### src/hw/hbd_pkg.sv
// shared constants, layouts and states of the half-bridge control block
package hbd_pkg;
  // bridge counts, split across the two control/status words
  localparam int NUM_HB = 10;
  localparam int GRP0_HB = 6;
  localparam int GRP1_HB = 4;
  localparam int WORD_W = 16;
  // clock rate and switching/filter times in ns
  localparam int CLK_MHZ = 100;
  localparam int T_DSD_NS = 10000;
  localparam int T_DOLD_NS = 200000;
  localparam int T_DHL_NS = 1500;
  localparam int T_DLH_NS = 2500;
  // least times, rounded up to whole cycles
  localparam int DSD_CYC = (T_DSD_NS * CLK_MHZ + 999) / 1000;
  localparam int DOLD_CYC = (T_DOLD_NS * CLK_MHZ + 999) / 1000;
  localparam int DHL_CYC = (T_DHL_NS * CLK_MHZ + 999) / 1000;
  localparam int DLH_CYC = (T_DLH_NS * CLK_MHZ + 999) / 1000;
  localparam int DT_W = 8;
  // writable bits of each control word; bit 0 and blanks are dropped
  localparam logic [15:0] CTRL0_MASK = 16'hfffe;
  localparam logic [15:0] CTRL1_MASK = 16'he79e;
  localparam logic [15:0] CTRL_RST = 16'h0000;
  localparam logic RD_ADDR_RST = 1'b0;
  // frame length bookkeeping: bit count wraps from 31 back to 16
  localparam logic [4:0] CNT_TOP = 5'h1f;
  localparam logic [4:0] CNT_WRAP = 5'h10;
  // command word layout
  typedef struct packed {
    logic clr;
    logic addr;
    logic olsd;
    logic [5:0] act;
    logic [5:0] dir;
    logic zero;
  } hbd_cmd_s;
  // status word layout
  typedef struct packed {
    logic oc;
    logic supply_fail_flag;
    logic ol;
    logic [5:0] act;
    logic [5:0] dir;
    logic tw;
  } hbd_stat_s;
  typedef enum logic [0:0] {
    SPI_IDLE = 1'b0,
    SPI_SHIFT = 1'b1
  } hbd_spi_e;
endpackage
### src/hw/hbd_core.sv
// control, protection and serial slave logic of the ten half-bridge driver
`timescale 1ns/1ps
module hbd_core #(
  parameter int OL_DELAY_CYC = hbd_pkg::DOLD_CYC
) (
  // clock and reset
  input wire logic clk_in,
  input wire logic resetn_in,
  // supply monitors and sleep pin
  input wire logic inhibit_sleep_n_in,
  input wire logic vs_undervolt_in,
  input wire logic vs_overvolt_in,
  // per-bridge sensors
  input wire logic [hbd_pkg::NUM_HB-1:0] temp_warn_in,
  input wire logic [hbd_pkg::NUM_HB-1:0] temp_shutdown_in,
  input wire logic [hbd_pkg::NUM_HB-1:0] overcurrent_in,
  input wire logic [hbd_pkg::NUM_HB-1:0] open_load_in,
  input wire logic [hbd_pkg::NUM_HB-1:0] cross_current_in,
  // serial link
  input wire logic sclk_in,
  input wire logic chip_select_n_in,
  input wire logic serial_in_in,
  output logic serial_out_out,
  output logic serial_out_oe_out,
  // power stage gates
  output logic [hbd_pkg::NUM_HB-1:0] high_side_switch_out,
  output logic [hbd_pkg::NUM_HB-1:0] low_side_switch_out
);
  localparam int N = hbd_pkg::NUM_HB;
  localparam int PIN_W = 5 * N + 6;
  localparam int OC_W = $clog2(hbd_pkg::DSD_CYC + 1);
  localparam int OL_W = $clog2(OL_DELAY_CYC + 1);
  localparam logic [PIN_W-1:0] PIN_IDLE = {{(PIN_W - 2){1'b0}}, 2'h2}; // select high, clock low

  // two-flop synchronisers for every pin; only the second stage is read
  logic [PIN_W-1:0] pin_meta_r, pin_meta_nxt, pin_sync_r, pin_sync_nxt;
  always_comb begin
    pin_meta_nxt = {inhibit_sleep_n_in, vs_undervolt_in, vs_overvolt_in, temp_warn_in,
      temp_shutdown_in, overcurrent_in, open_load_in, cross_current_in,
      sclk_in, chip_select_n_in, serial_in_in};
    pin_sync_nxt = pin_meta_r;
  end
  always_ff @(posedge clk_in or negedge resetn_in) begin
    if (!resetn_in) begin
      // idle link levels, so no false select edge follows reset
      pin_meta_r <= PIN_IDLE;
      pin_sync_r <= PIN_IDLE;
    end else begin
      pin_meta_r <= pin_meta_nxt;
      pin_sync_r <= pin_sync_nxt;
    end
  end

  logic inh_s, uv_s, ov_s, sclk_s, csn_s, sdi_s;
  logic [N-1:0] tw_s, tsd_s, oc_s, ol_s, cc_s;
  assign {inh_s, uv_s, ov_s, tw_s, tsd_s, oc_s, ol_s, cc_s, sclk_s, csn_s, sdi_s} = pin_sync_r;

  // previous link levels for edge finding
  logic sclk_d_r, csn_d_r;
  always_ff @(posedge clk_in or negedge resetn_in) begin
    if (!resetn_in) begin
      sclk_d_r <= 1'b0;
      csn_d_r <= 1'b1;
    end else begin
      sclk_d_r <= sclk_s;
      csn_d_r <= csn_s;
    end
  end

  logic sleep, supply_fail_flag, tw_any, sclk_rise, sclk_fall, cs_fall, cs_rise;
  assign sleep = ~inh_s;
  assign supply_fail_flag = uv_s | ov_s;
  assign tw_any = |tw_s;
  assign sclk_rise = sclk_s & ~sclk_d_r;
  assign sclk_fall = ~sclk_s & sclk_d_r;
  assign cs_fall = ~csn_s & csn_d_r;
  assign cs_rise = csn_s & ~csn_d_r;

  // serial shift engine
  hbd_pkg::hbd_spi_e state_r, state_nxt;
  logic [15:0] shift_r, shift_nxt;
  logic [4:0] cnt_r, cnt_nxt;
  logic out_r, out_nxt, first_r, first_nxt;
  logic [15:0] stat_word;
  hbd_pkg::hbd_cmd_s cmd;
  logic frame_ok;
  assign cmd = hbd_pkg::hbd_cmd_s'(shift_r);
  // whole bytes and at least one full word, else the frame is dropped
  assign frame_ok = (state_r == hbd_pkg::SPI_SHIFT) & cs_rise & cnt_r[4]
    & (cnt_r[2:0] == 3'h0);
  always_comb begin
    state_nxt = state_r;
    shift_nxt = shift_r;
    cnt_nxt = cnt_r;
    out_nxt = out_r;
    first_nxt = first_r;
    if (sleep) begin
      state_nxt = hbd_pkg::SPI_IDLE;
      shift_nxt = '0;
      cnt_nxt = '0;
      out_nxt = 1'b0;
    end else begin
      unique case (state_r)
        hbd_pkg::SPI_IDLE: begin
          if (cs_fall) begin
            state_nxt = hbd_pkg::SPI_SHIFT;
            shift_nxt = stat_word;
            out_nxt = stat_word[15];
            cnt_nxt = '0;
            first_nxt = 1'b0;
          end
        end
        hbd_pkg::SPI_SHIFT: begin
          if (cs_rise) begin
            state_nxt = hbd_pkg::SPI_IDLE;
          end else begin
            // sample on falling, present next bit on rising
            if (sclk_fall) begin
              shift_nxt = {shift_r[14:0], sdi_s};
              cnt_nxt = (cnt_r == hbd_pkg::CNT_TOP) ? hbd_pkg::CNT_WRAP : cnt_r + 5'h01;
            end
            if (sclk_rise) begin
              out_nxt = shift_r[15];
            end
          end
        end
      endcase
    end
  end
  always_ff @(posedge clk_in or negedge resetn_in) begin
    if (!resetn_in) begin
      state_r <= hbd_pkg::SPI_IDLE;
      shift_r <= '0;
      cnt_r <= '0;
      out_r <= 1'b0;
      first_r <= 1'b1;
    end else begin
      state_r <= state_nxt;
      shift_r <= shift_nxt;
      cnt_r <= cnt_nxt;
      out_r <= out_nxt;
      first_r <= first_nxt;
    end
  end
  // output released outside frames so other slaves can share the line
  assign serial_out_out = out_r;
  assign serial_out_oe_out = (state_r == hbd_pkg::SPI_SHIFT);

  // control banks, read address and thermal shutdown latch
  hbd_pkg::hbd_cmd_s ctrl_r [2];
  hbd_pkg::hbd_cmd_s ctrl_nxt [2];
  logic rd_addr_r, rd_addr_nxt, tsd_r, tsd_nxt;
  logic [1:0] clr_grp;
  assign clr_grp[0] = frame_ok & cmd.clr & ~cmd.addr;
  assign clr_grp[1] = frame_ok & cmd.clr & cmd.addr;
  always_comb begin
    ctrl_nxt = ctrl_r;
    rd_addr_nxt = rd_addr_r;
    if (sleep) begin
      ctrl_nxt[0] = hbd_pkg::CTRL_RST;
      ctrl_nxt[1] = hbd_pkg::CTRL_RST;
      rd_addr_nxt = hbd_pkg::RD_ADDR_RST;
    end else if (frame_ok) begin
      if (cmd.addr) begin
        ctrl_nxt[1] = shift_r & hbd_pkg::CTRL1_MASK;
      end else begin
        ctrl_nxt[0] = shift_r & hbd_pkg::CTRL0_MASK;
      end
      rd_addr_nxt = cmd.addr;
    end
    // shutdown wins over a clear arriving in the same cycle
    tsd_nxt = (|tsd_s) | (tsd_r & ~(|clr_grp));
  end
  always_ff @(posedge clk_in or negedge resetn_in) begin
    if (!resetn_in) begin
      ctrl_r[0] <= hbd_pkg::CTRL_RST;
      ctrl_r[1] <= hbd_pkg::CTRL_RST;
      rd_addr_r <= hbd_pkg::RD_ADDR_RST;
      tsd_r <= 1'b0;
    end else begin
      ctrl_r <= ctrl_nxt;
      rd_addr_r <= rd_addr_nxt;
      tsd_r <= tsd_nxt;
    end
  end

  logic global_off;
  assign global_off = sleep | supply_fail_flag | tsd_r;

  // per-bridge drive, dead time and fault latches
  logic [N-1:0] hs_v, ls_v, ocl_v, oll_v;
  genvar i;
  generate
    for (i = 0; i < N; i++) begin : g_hb
      localparam int G = (i < hbd_pkg::GRP0_HB) ? 0 : 1;
      localparam int K = (i < hbd_pkg::GRP0_HB) ? i : i - hbd_pkg::GRP0_HB;
      logic hs_r, hs_nxt, ls_r, ls_nxt, ocl_r, ocl_nxt, oll_r, oll_nxt, off_r, off_nxt;
      logic [hbd_pkg::DT_W-1:0] dt_r, dt_nxt;
      logic [OC_W-1:0] occ_r, occ_nxt;
      logic [OL_W-1:0] olc_r, olc_nxt;
      logic oc_trip, ol_trip, kill, en;
      assign oc_trip = (occ_r == OC_W'(hbd_pkg::DSD_CYC));
      assign ol_trip = (olc_r == OL_W'(OL_DELAY_CYC));
      assign kill = oc_trip | cc_s[i] | (ol_trip & ctrl_r[G].olsd);
      assign en = ctrl_r[G].act[K] & ~global_off & ~off_r & ~kill;
      always_comb begin
        dt_nxt = (dt_r != '0) ? dt_r - 1'b1 : dt_r;
        // drop at once, switch on only after the other side's dead time
        hs_nxt = hs_r & en & ctrl_r[G].dir[K];
        ls_nxt = ls_r & en & ~ctrl_r[G].dir[K];
        if (hs_r & ~hs_nxt) dt_nxt = hbd_pkg::DT_W'(hbd_pkg::DHL_CYC);
        if (ls_r & ~ls_nxt) dt_nxt = hbd_pkg::DT_W'(hbd_pkg::DLH_CYC);
        if (en & ctrl_r[G].dir[K] & ~hs_r & ~ls_r & (dt_r == '0)) hs_nxt = 1'b1;
        if (en & ~ctrl_r[G].dir[K] & ~hs_r & ~ls_r & (dt_r == '0)) ls_nxt = 1'b1;
        occ_nxt = ((hs_r | ls_r) & oc_s[i]) ? (oc_trip ? occ_r : occ_r + 1'b1) : '0;
        olc_nxt = (ls_r & ol_s[i]) ? (ol_trip ? olc_r : olc_r + 1'b1) : '0;
        // a new fault wins over a clear in the same cycle
        ocl_nxt = oc_trip | cc_s[i] | (ocl_r & ~clr_grp[G]);
        oll_nxt = ol_trip | (oll_r & ~clr_grp[G]);
        off_nxt = kill | (off_r & ~clr_grp[G]);
      end
      always_ff @(posedge clk_in or negedge resetn_in) begin
        if (!resetn_in) begin
          hs_r <= 1'b0;
          ls_r <= 1'b0;
          dt_r <= '0;
          occ_r <= '0;
          olc_r <= '0;
          ocl_r <= 1'b0;
          oll_r <= 1'b0;
          off_r <= 1'b0;
        end else begin
          hs_r <= hs_nxt;
          ls_r <= ls_nxt;
          dt_r <= dt_nxt;
          occ_r <= occ_nxt;
          olc_r <= olc_nxt;
          ocl_r <= ocl_nxt;
          oll_r <= oll_nxt;
          off_r <= off_nxt;
        end
      end
      assign hs_v[i] = hs_r;
      assign ls_v[i] = ls_r;
      assign ocl_v[i] = ocl_r;
      assign oll_v[i] = oll_r;
    end
  endgenerate
  assign high_side_switch_out = hs_v;
  assign low_side_switch_out = ls_v;

  // status words report the real drive state, not the control word
  hbd_pkg::hbd_stat_s st0, st1, st_first;
  assign st0 = '{oc: |ocl_v[5:0], supply_fail_flag: supply_fail_flag, ol: |oll_v[5:0], act: hs_v[5:0] | ls_v[5:0],
    dir: hs_v[5:0], tw: tw_any};
  assign st1 = '{oc: |ocl_v[9:6], supply_fail_flag: supply_fail_flag, ol: |oll_v[9:6],
    act: {2'b00, hs_v[9:6] | ls_v[9:6]}, dir: {2'b00, hs_v[9:6]}, tw: tw_any};
  assign st_first = '{oc: 1'b0, supply_fail_flag: supply_fail_flag, ol: 1'b0, act: 6'h00, dir: 6'h00, tw: tw_any};
  assign stat_word = first_r ? st_first : (rd_addr_r ? st1 : st0);
endmodule

### config.mk
export PLATFORM = sky130hd
export DESIGN_NAME = hbd_core
export DESIGN_NICKNAME = d
export VERILOG_FILES = /design/src/hw/hbd_pkg.sv /design/src/hw/hbd_core.sv
export SDC_FILE = /design/constraint.sdc
export NUM_CORES = 1
export LEC_CHECK = 0
export BUFFER_PORTS_ARGS = -buffer_cell sky130_fd_sc_hd__buf_2
export CORE_ASPECT_RATIO = 0.7
export CORE_MARGIN = 4
export CORE_UTILIZATION = 37
export CTS_BUF_LIST = sky130_fd_sc_hd__clkbuf_4 sky130_fd_sc_hd__clkbuf_8
export DETAILED_ROUTE_END_ITERATION = 16
export GPL_TIMING_DRIVEN = 0
export PLACE_DENSITY_LB_ADDON = 0.1
export SLEW_MARGIN = 20
export SYNTH_ARGS = -nofsm -noshare
export SYNTH_HDL_FRONTEND = slang
export SYNTH_SLANG_ARGS = --single-unit
export TNS_END_PERCENT = 10
### constraint.sdc
create_clock -name clk_in -period 4.8 [get_ports clk_in]
set_input_delay 0.24 -clock clk_in [delete_from_list [all_inputs] [get_ports clk_in]]
set_output_delay 0.24 -clock clk_in [all_outputs]
set_load 0.01 [all_outputs]
; ---- Yosys cells after proc, flatten, opt, wreduce, memory -nomap -nowiden
; Index checks and enable logic that the tools add are counted.
[word_totals]
rom_bits = 0
word_cells = 725
out_inout_bits = 22
latch_bits = 0
ramBits = 0
in_bits = 58
register_bits = 542
memories = 0
[op_classes]
n_addsub = 31
n_eq_ne = 48
div = 0
mux = 118
mul = 0
shifts = 0
n_reduce_logical = 43
bitwise_logic = 388
n_lt_le_gt_ge = 0
[op_table]
columns = op, n
row1 = 15-bit two-way mux, 20
row2 = 1-bit bitwise AND, 241
row3 = 8-bit two-way mux, 30
row4 = 10-bit two-way mux, 20
row5 = 15-bit by 1-bit adder with 15-bit output (second input constant), 10
row6 = 15-bit == test (second input constant), 10
row7 = 16-bit two-way mux, 7
row8 = 10-bit by 1-bit adder with 10-bit output (second input constant), 10
row9 = 10-bit == test (second input constant), 10
row10 = 1-bit NOT, 81
row11 = 8-bit logical NOT, 10
row12 = 8-bit nonzero test, 10
row13 = 8-bit by 1-bit subtractor with 8-bit output (second input constant), 10
row14 = 1-bit OR, 64
row15 = 30-bit two-way mux, 2
row16 = 2-bit inequality test (second input constant), 21
row17 = 16-bit case mux with 2 select lines, 1
row18 = 3-bit nonzero test, 10
row19 = 1-bit two-way mux, 29
row20 = 5-bit two-way mux, 5
row21 = 10-bit OR reduction, 2
row22 = 14-bit two-way mux, 1
row23 = 3-bit inequality test (second input constant), 4
row24 = 6-bit OR reduction, 2
row25 = 12 further kinds, 18

; ---- Longest topological paths before layout
[depth]
word_depth = 13
depth_mapped = 8

; ---- Least setup slack after synthesis
; OpenSTA, ideal clock, no wires.
[synth_timing]
path_kind = reg2reg
from = register g_hb[1].olc_r[0]
to = register g_hb[1].dt_r[5] (netlist name)
path_stages_with_launch = 8
path_buffers = 1
slack_ns = 2.408
setup_ns = 0.126
arrival_time_ns = 2.266
required_time_ns = 4.674
path_cell_list = dfrtp_1 > inv_1 > ha_1 > or4bb_1 > or4_1 > buf_2 > o211a_4 > a311o_1
[synth_via]
elab_chain_len = 11
word_cells_on_any_way = 16
classes_between = eq/ne: 1 / mux: 2 / bitwise: 12 / reduce/logical: 1
[synth_rtl]
columns = element, line
row1 = start: declaration, hbd_core.sv:200  ; logic [OL_W-1:0] olc_r, olc_nxt;
row2 = start signal: assignment, hbd_core.sv:237  ; olc_r <= olc_nxt;
row3 = 15-bit == test (*), hbd_core.sv:203  ; assign ol_trip = (olc_r == OL_W'(OL_DELAY_CYC));
row4 = 1-bit bitwise AND (*), hbd_core.sv:204  ; assign kill = oc_trip | cc_s[i] | (ol_trip & ctrl_r[G].olsd);
row5 = 1-bit OR (*), hbd_core.sv:204
row6 = 1-bit NOT (*), hbd_core.sv:205  ; assign en = ctrl_r[G].act[K] & ~global_off & ~off_r & ~kill;
row7 = 1-bit bitwise AND (*), hbd_core.sv:205
row8 = 1-bit bitwise AND (2 in a row), hbd_core.sv:209  ; hs_nxt = hs_r & en & ctrl_r[G].dir[K];
row9 = 1-bit NOT, hbd_core.sv:211  ; if (hs_r & ~hs_nxt) dt_nxt = hbd_pkg::DT_W'(hbd_pkg::DHL_CYC);
row10 = 1-bit bitwise AND, hbd_core.sv:211
row11 = 8-bit two-way mux, hbd_core.sv:211
row12 = 8-bit two-way mux, hbd_core.sv:212  ; if (ls_r & ~ls_nxt) dt_nxt = hbd_pkg::DT_W'(hbd_pkg::DLH_CYC);
row13 = end signal: assignment, hbd_core.sv:235  ; dt_r <= dt_nxt;
row14 = end: declaration, hbd_core.sv:198  ; logic [hbd_pkg::DT_W-1:0] dt_r, dt_nxt;
; Mark *: on every way between the ends. The rest lies on a longest branch, timed or not.
; A chain may end at the register's enable or synchronous reset.

; ---- Worst setup path in the final report
[layout_timing]
from = register state_r (netlist: serial_out_oe_out)
to = register shift_r[8] (netlist: cmd[8])
[layout_via]
elab_chain_len = 3
word_cells_on_any_way = 7
classes_between = eq/ne: 3 / mux: 2 / bitwise: 1 / reduce/logical: 1
[layout_rtl]
columns = element, line
row1 = start: declaration, hbd_core.sv:80  ; hbd_pkg::hbd_spi_e state_r, state_nxt;
row2 = start signal: assignment, hbd_core.sv:132  ; state_r <= hbd_pkg::SPI_IDLE;
row3 = start signal: assignment, hbd_core.sv:138  ; state_r <= state_nxt;
row4 = 1-bit NOT (no source line), n/a
row5 = 3-bit inequality test (no source line) or 16-bit case mux with 2 select lines (tied branches), n/a
row6 = 3-bit AND reduction (no source line) or 16-bit two-way mux (tied branches), n/a
row7 = end signal: assignment, hbd_core.sv:139  ; shift_r <= shift_nxt;
row8 = end: declaration, hbd_core.sv:81  ; logic [15:0] shift_r, shift_nxt;
; Several ways; a longest one is shown, not always the timed one.

==> results.ini <==
[status]
status = finished clean

[cts]
ctsResizeCount = 0
post_cts_buffers = 0
clkTransAtPathRegs_ns = 0.06
cts_root_buf = clkbuf_8
ctsHoldBuffers = 59
cts_buffer_depth = 3
cts_sinks = 542
cts_tree = yes
numCtsBuffers = 91
clk_latency_ns = 0.70
h-tree-depth = 3

[synth]
synth_warnings = 0
synth_edf_count = 0
postSynthNetCount = 2545
ys_seq_area_frac = 0.546
syn_area_per_cell_um2 = 10.3
synth-main-ff-cell = dfrtp_1
syn_inst = 2425
async_flop_share = 1.00
ys_seq_elements = 542
syn_area_um2 = 24900
synth.distinct_cells = 74

[layout]
multi_input_area_um2 = 10600
layout.nets = 2782
fillers = 6332
final_layout_size_suffix_gt1_frac = 0.111
instances_no_fill = 3624
seqCellArea_um2 = 13600
syn2layout_area_growth_pct = 17.5

[placed_design]
dpl.hpwl_mm = 38.0
port_buffers = 79
place.gp.congestion = 0.795
placed_cells = 3401

[routing]
finalWirelength_mm = 56.0
via_per_inst = 4.95
drtIter0Drc = 1156
routedWlPerCell_um = 15.4
antenna_left = 0
drt-pass1-iter-count = 5
dr_total_vias = 17941
drc = 0

[global_routing]
track_usage = 0.158
antenna_found_initial = 2
grt_pass1_vias = 18049
grt_max_degree = 95
grt_pass1_wl_mm = 93.7
globalRouteOverflowTotal = 0

[power]
p_leak_nw = 12.7
ir_worst_vdd_mv = 0.211
p_per_area_nw_per_um2 = 324

[sta]
rsz0062_at_grt = no
maxSlewViolCount = 0
finClkSkew_ns = 0.0415
slew_headroom = 0.356
hold_violations = 0
finalSetupTns_ns = 0
fmax_mhz = 316
finalCriticalPeriod_ns = 3.17
whs_ns = 0.179
setup_viol_count_final = 0
max_slew.worst_pin.slew_ns = 0.959
fin_crit_sh = 0.659

[worst_hold_path]
worstHoldPathType = input pin to register

[floorplan]
core_region_area_um2 = 66500
ios = 80
die_h_um = 225
die_w_um = 318
initial_core_util = 0.374
rows = 79
die_area_um2 = 71500

[setup_path]
endpoint_kind = register
endpoint = cmd[8]
r2r_end = cmd[8]
required_ns = 5.37
arrival_ns = 3.74
crit_type = register to register
r2r_cells = 7
startpoint_type = register
cp_max_fo = 10
startpoint = serial_out_oe_out
r2r_start = serial_out_oe_out
rrSetupSlack_ns = 1.63

[flow_run]
max_cap_viol_count = 0

per-stage QoR:
step | power, mW | area [um2] | utilization | setup WS (ns)
after CTS | 9.65 | 29200 | 0.439 | 1.61
after global routing | 9.90 | 29200 | 0.439 | 1.40
after detailed placement | 4.97 | 26600 | 0.399 | 1.64
after global placement | 4.95 | 26400 | 0.396 | -8.00
final | 9.46 | 29200 | 0.439 | 1.63
after floorplan | 4.79 | 24900 | - | 2.41
cell usage after synthesis (all sizes together) (10+ instances only):
cell    count  area [um2]
nor2b      29         189
buf        25         175
and3       49         307
dfrtp     538       13500
nor2      356        1340
o22ai      13        81.3
mux2i      46         460
o21a       10        75.1
o211ai     12        90.1
nand3     111         556
nor4       25         178
o21ai      83         415
nand3b     12        90.1
nand4      54         338
clkbuf     43         161
and2       15        93.8
xor2      134        1170
a221oi     11        96.3
nor3       57         285
ha         62         776
a21oi      57         285
nor3b      22         170
nor4bb     11         110
xnor2     106         928
a31oi      15        93.8
and4       13         114
inv       108         405
nand2b     14        87.6
or3        24         150
nand2     235         882
nor4b      21         190
sequential cells by signal (all words and copies together) (netlist names), 5 cells and up:
register	cells
cmd	16
cnt_r	5
ctrl_r	22
g_hb.dt_r	80
g_hb.hs_r	10
g_hb.ls_r	10
g_hb.occ_r	100
g_hb.ocl_r	10
g_hb.off_r	10
g_hb.olc_r	150
g_hb.oll_r	10
pin_meta_r	56
pin_sync_r	56
logic make-up (layout without fill, tap and decap cells):
kind of cell / after synthesis / after routing / synth area share
buf+inv: 177 / 484 / 0.0300
simple gates: 1085 / 1085 / 0.218
flops: 542 / 542 / 0.546
xor+xnor: 240 / 240 / 0.0846
mux: 50 / 50 / 0.0203
fa+ha+maj: 62 / 62 / 0.0312
compound gates: 269 / 269 / 0.0704
other cells: 0 / 1 / 0
critical path, stage by stage (launching register included):
cell	delay [ns]
dfrtp_1	0.45
clkbuf_1	0.54
nand2_1	0.14
a311oi_1	0.86
nor2_1	0.34
clkbuf_1	0.35
a221oi_1	0.29
nor2_1	0.07
where the power goes:
group,internal (mW),leakage (nW),total (mW),switching [mW]
clock network,2.63,1.08,4.55,1.92
registers,4.64,7.17,4.68,0.0407
logic,0.0875,4.49,0.236,0.149
total,7.36,12.7,9.46,2.11
placed cells by master (no fill, tap or decap), types with 13 or more instances in the layout:
| cell type | n |
|---|---|
| a21oi_1 | 57 |
| a31oi_1 | 15 |
| and2_1 | 15 |
| and3_1 | 49 |
| and4_1 | 13 |
| buf_2 | 83 |
| buf_4 | 20 |
| clkbuf_1 | 43 |
| clkbuf_4 | 22 |
| clkbuf_8 | 117 |
| clkinv_2 | 13 |
| dfrtp_1 | 538 |
| dlygate4sd3_1 | 59 |
| ha_1 | 62 |
| inv_1 | 108 |
| mux2i_1 | 46 |
| nand2_1 | 235 |
| nand2b_1 | 14 |
| nand3_1 | 111 |
| nand4_1 | 54 |
| nor2_1 | 356 |
| nor2b_1 | 28 |
| nor3_1 | 57 |
| nor3b_1 | 20 |
| nor4_1 | 21 |
| nor4b_1 | 20 |
| o21ai_0 | 72 |
| o22ai_1 | 13 |
| or3_1 | 24 |
| xnor2_1 | 106 |
| xor2_1 | 134 |
worst min path at each step:
stage                                  end  depth (start not counted)  slack [ns]           startpoint
after floorplan                     cmd[0]                          0       -0.06            resetn_in
after global placement       pin_sync_r[4]                          0        0.33        pin_meta_r[4]
after detailed placement  g_hb[0].occ_r[4]                          1        0.15            resetn_in
after CTS                   pin_meta_r[40]                          2        0.11  temp_shutdown_in[7]
after global routing        pin_meta_r[54]                          2        0.11      vs_undervolt_in
final                       pin_meta_r[36]                          2        0.18  temp_shutdown_in[3]
layer usage:
layer / GRT usage / vias to the layer above / wire length (um)
met5: 0 / - / 0
met4: 0.0453 / 0 / 1330
met3: 0.0342 / 101 / 2200
met2: 0.231 / 271 / 23300
met1: 0.236 / 8753 / 29100
li1: - / 8816 / -
cell type report:
type	count	share of cell area
flip-flops and latches	542	0.465
repair buffers	144	0.0398
inverters	109	0.0140
well taps	891	0.0382
clock buffers	139	0.0608
clock inverters	24	0.00925
multi-input cells	1706	0.362
plain buffers	68	0.0115
diodes	1	0.0000857
No activity file was read; power rests on OpenSTA's default activity.
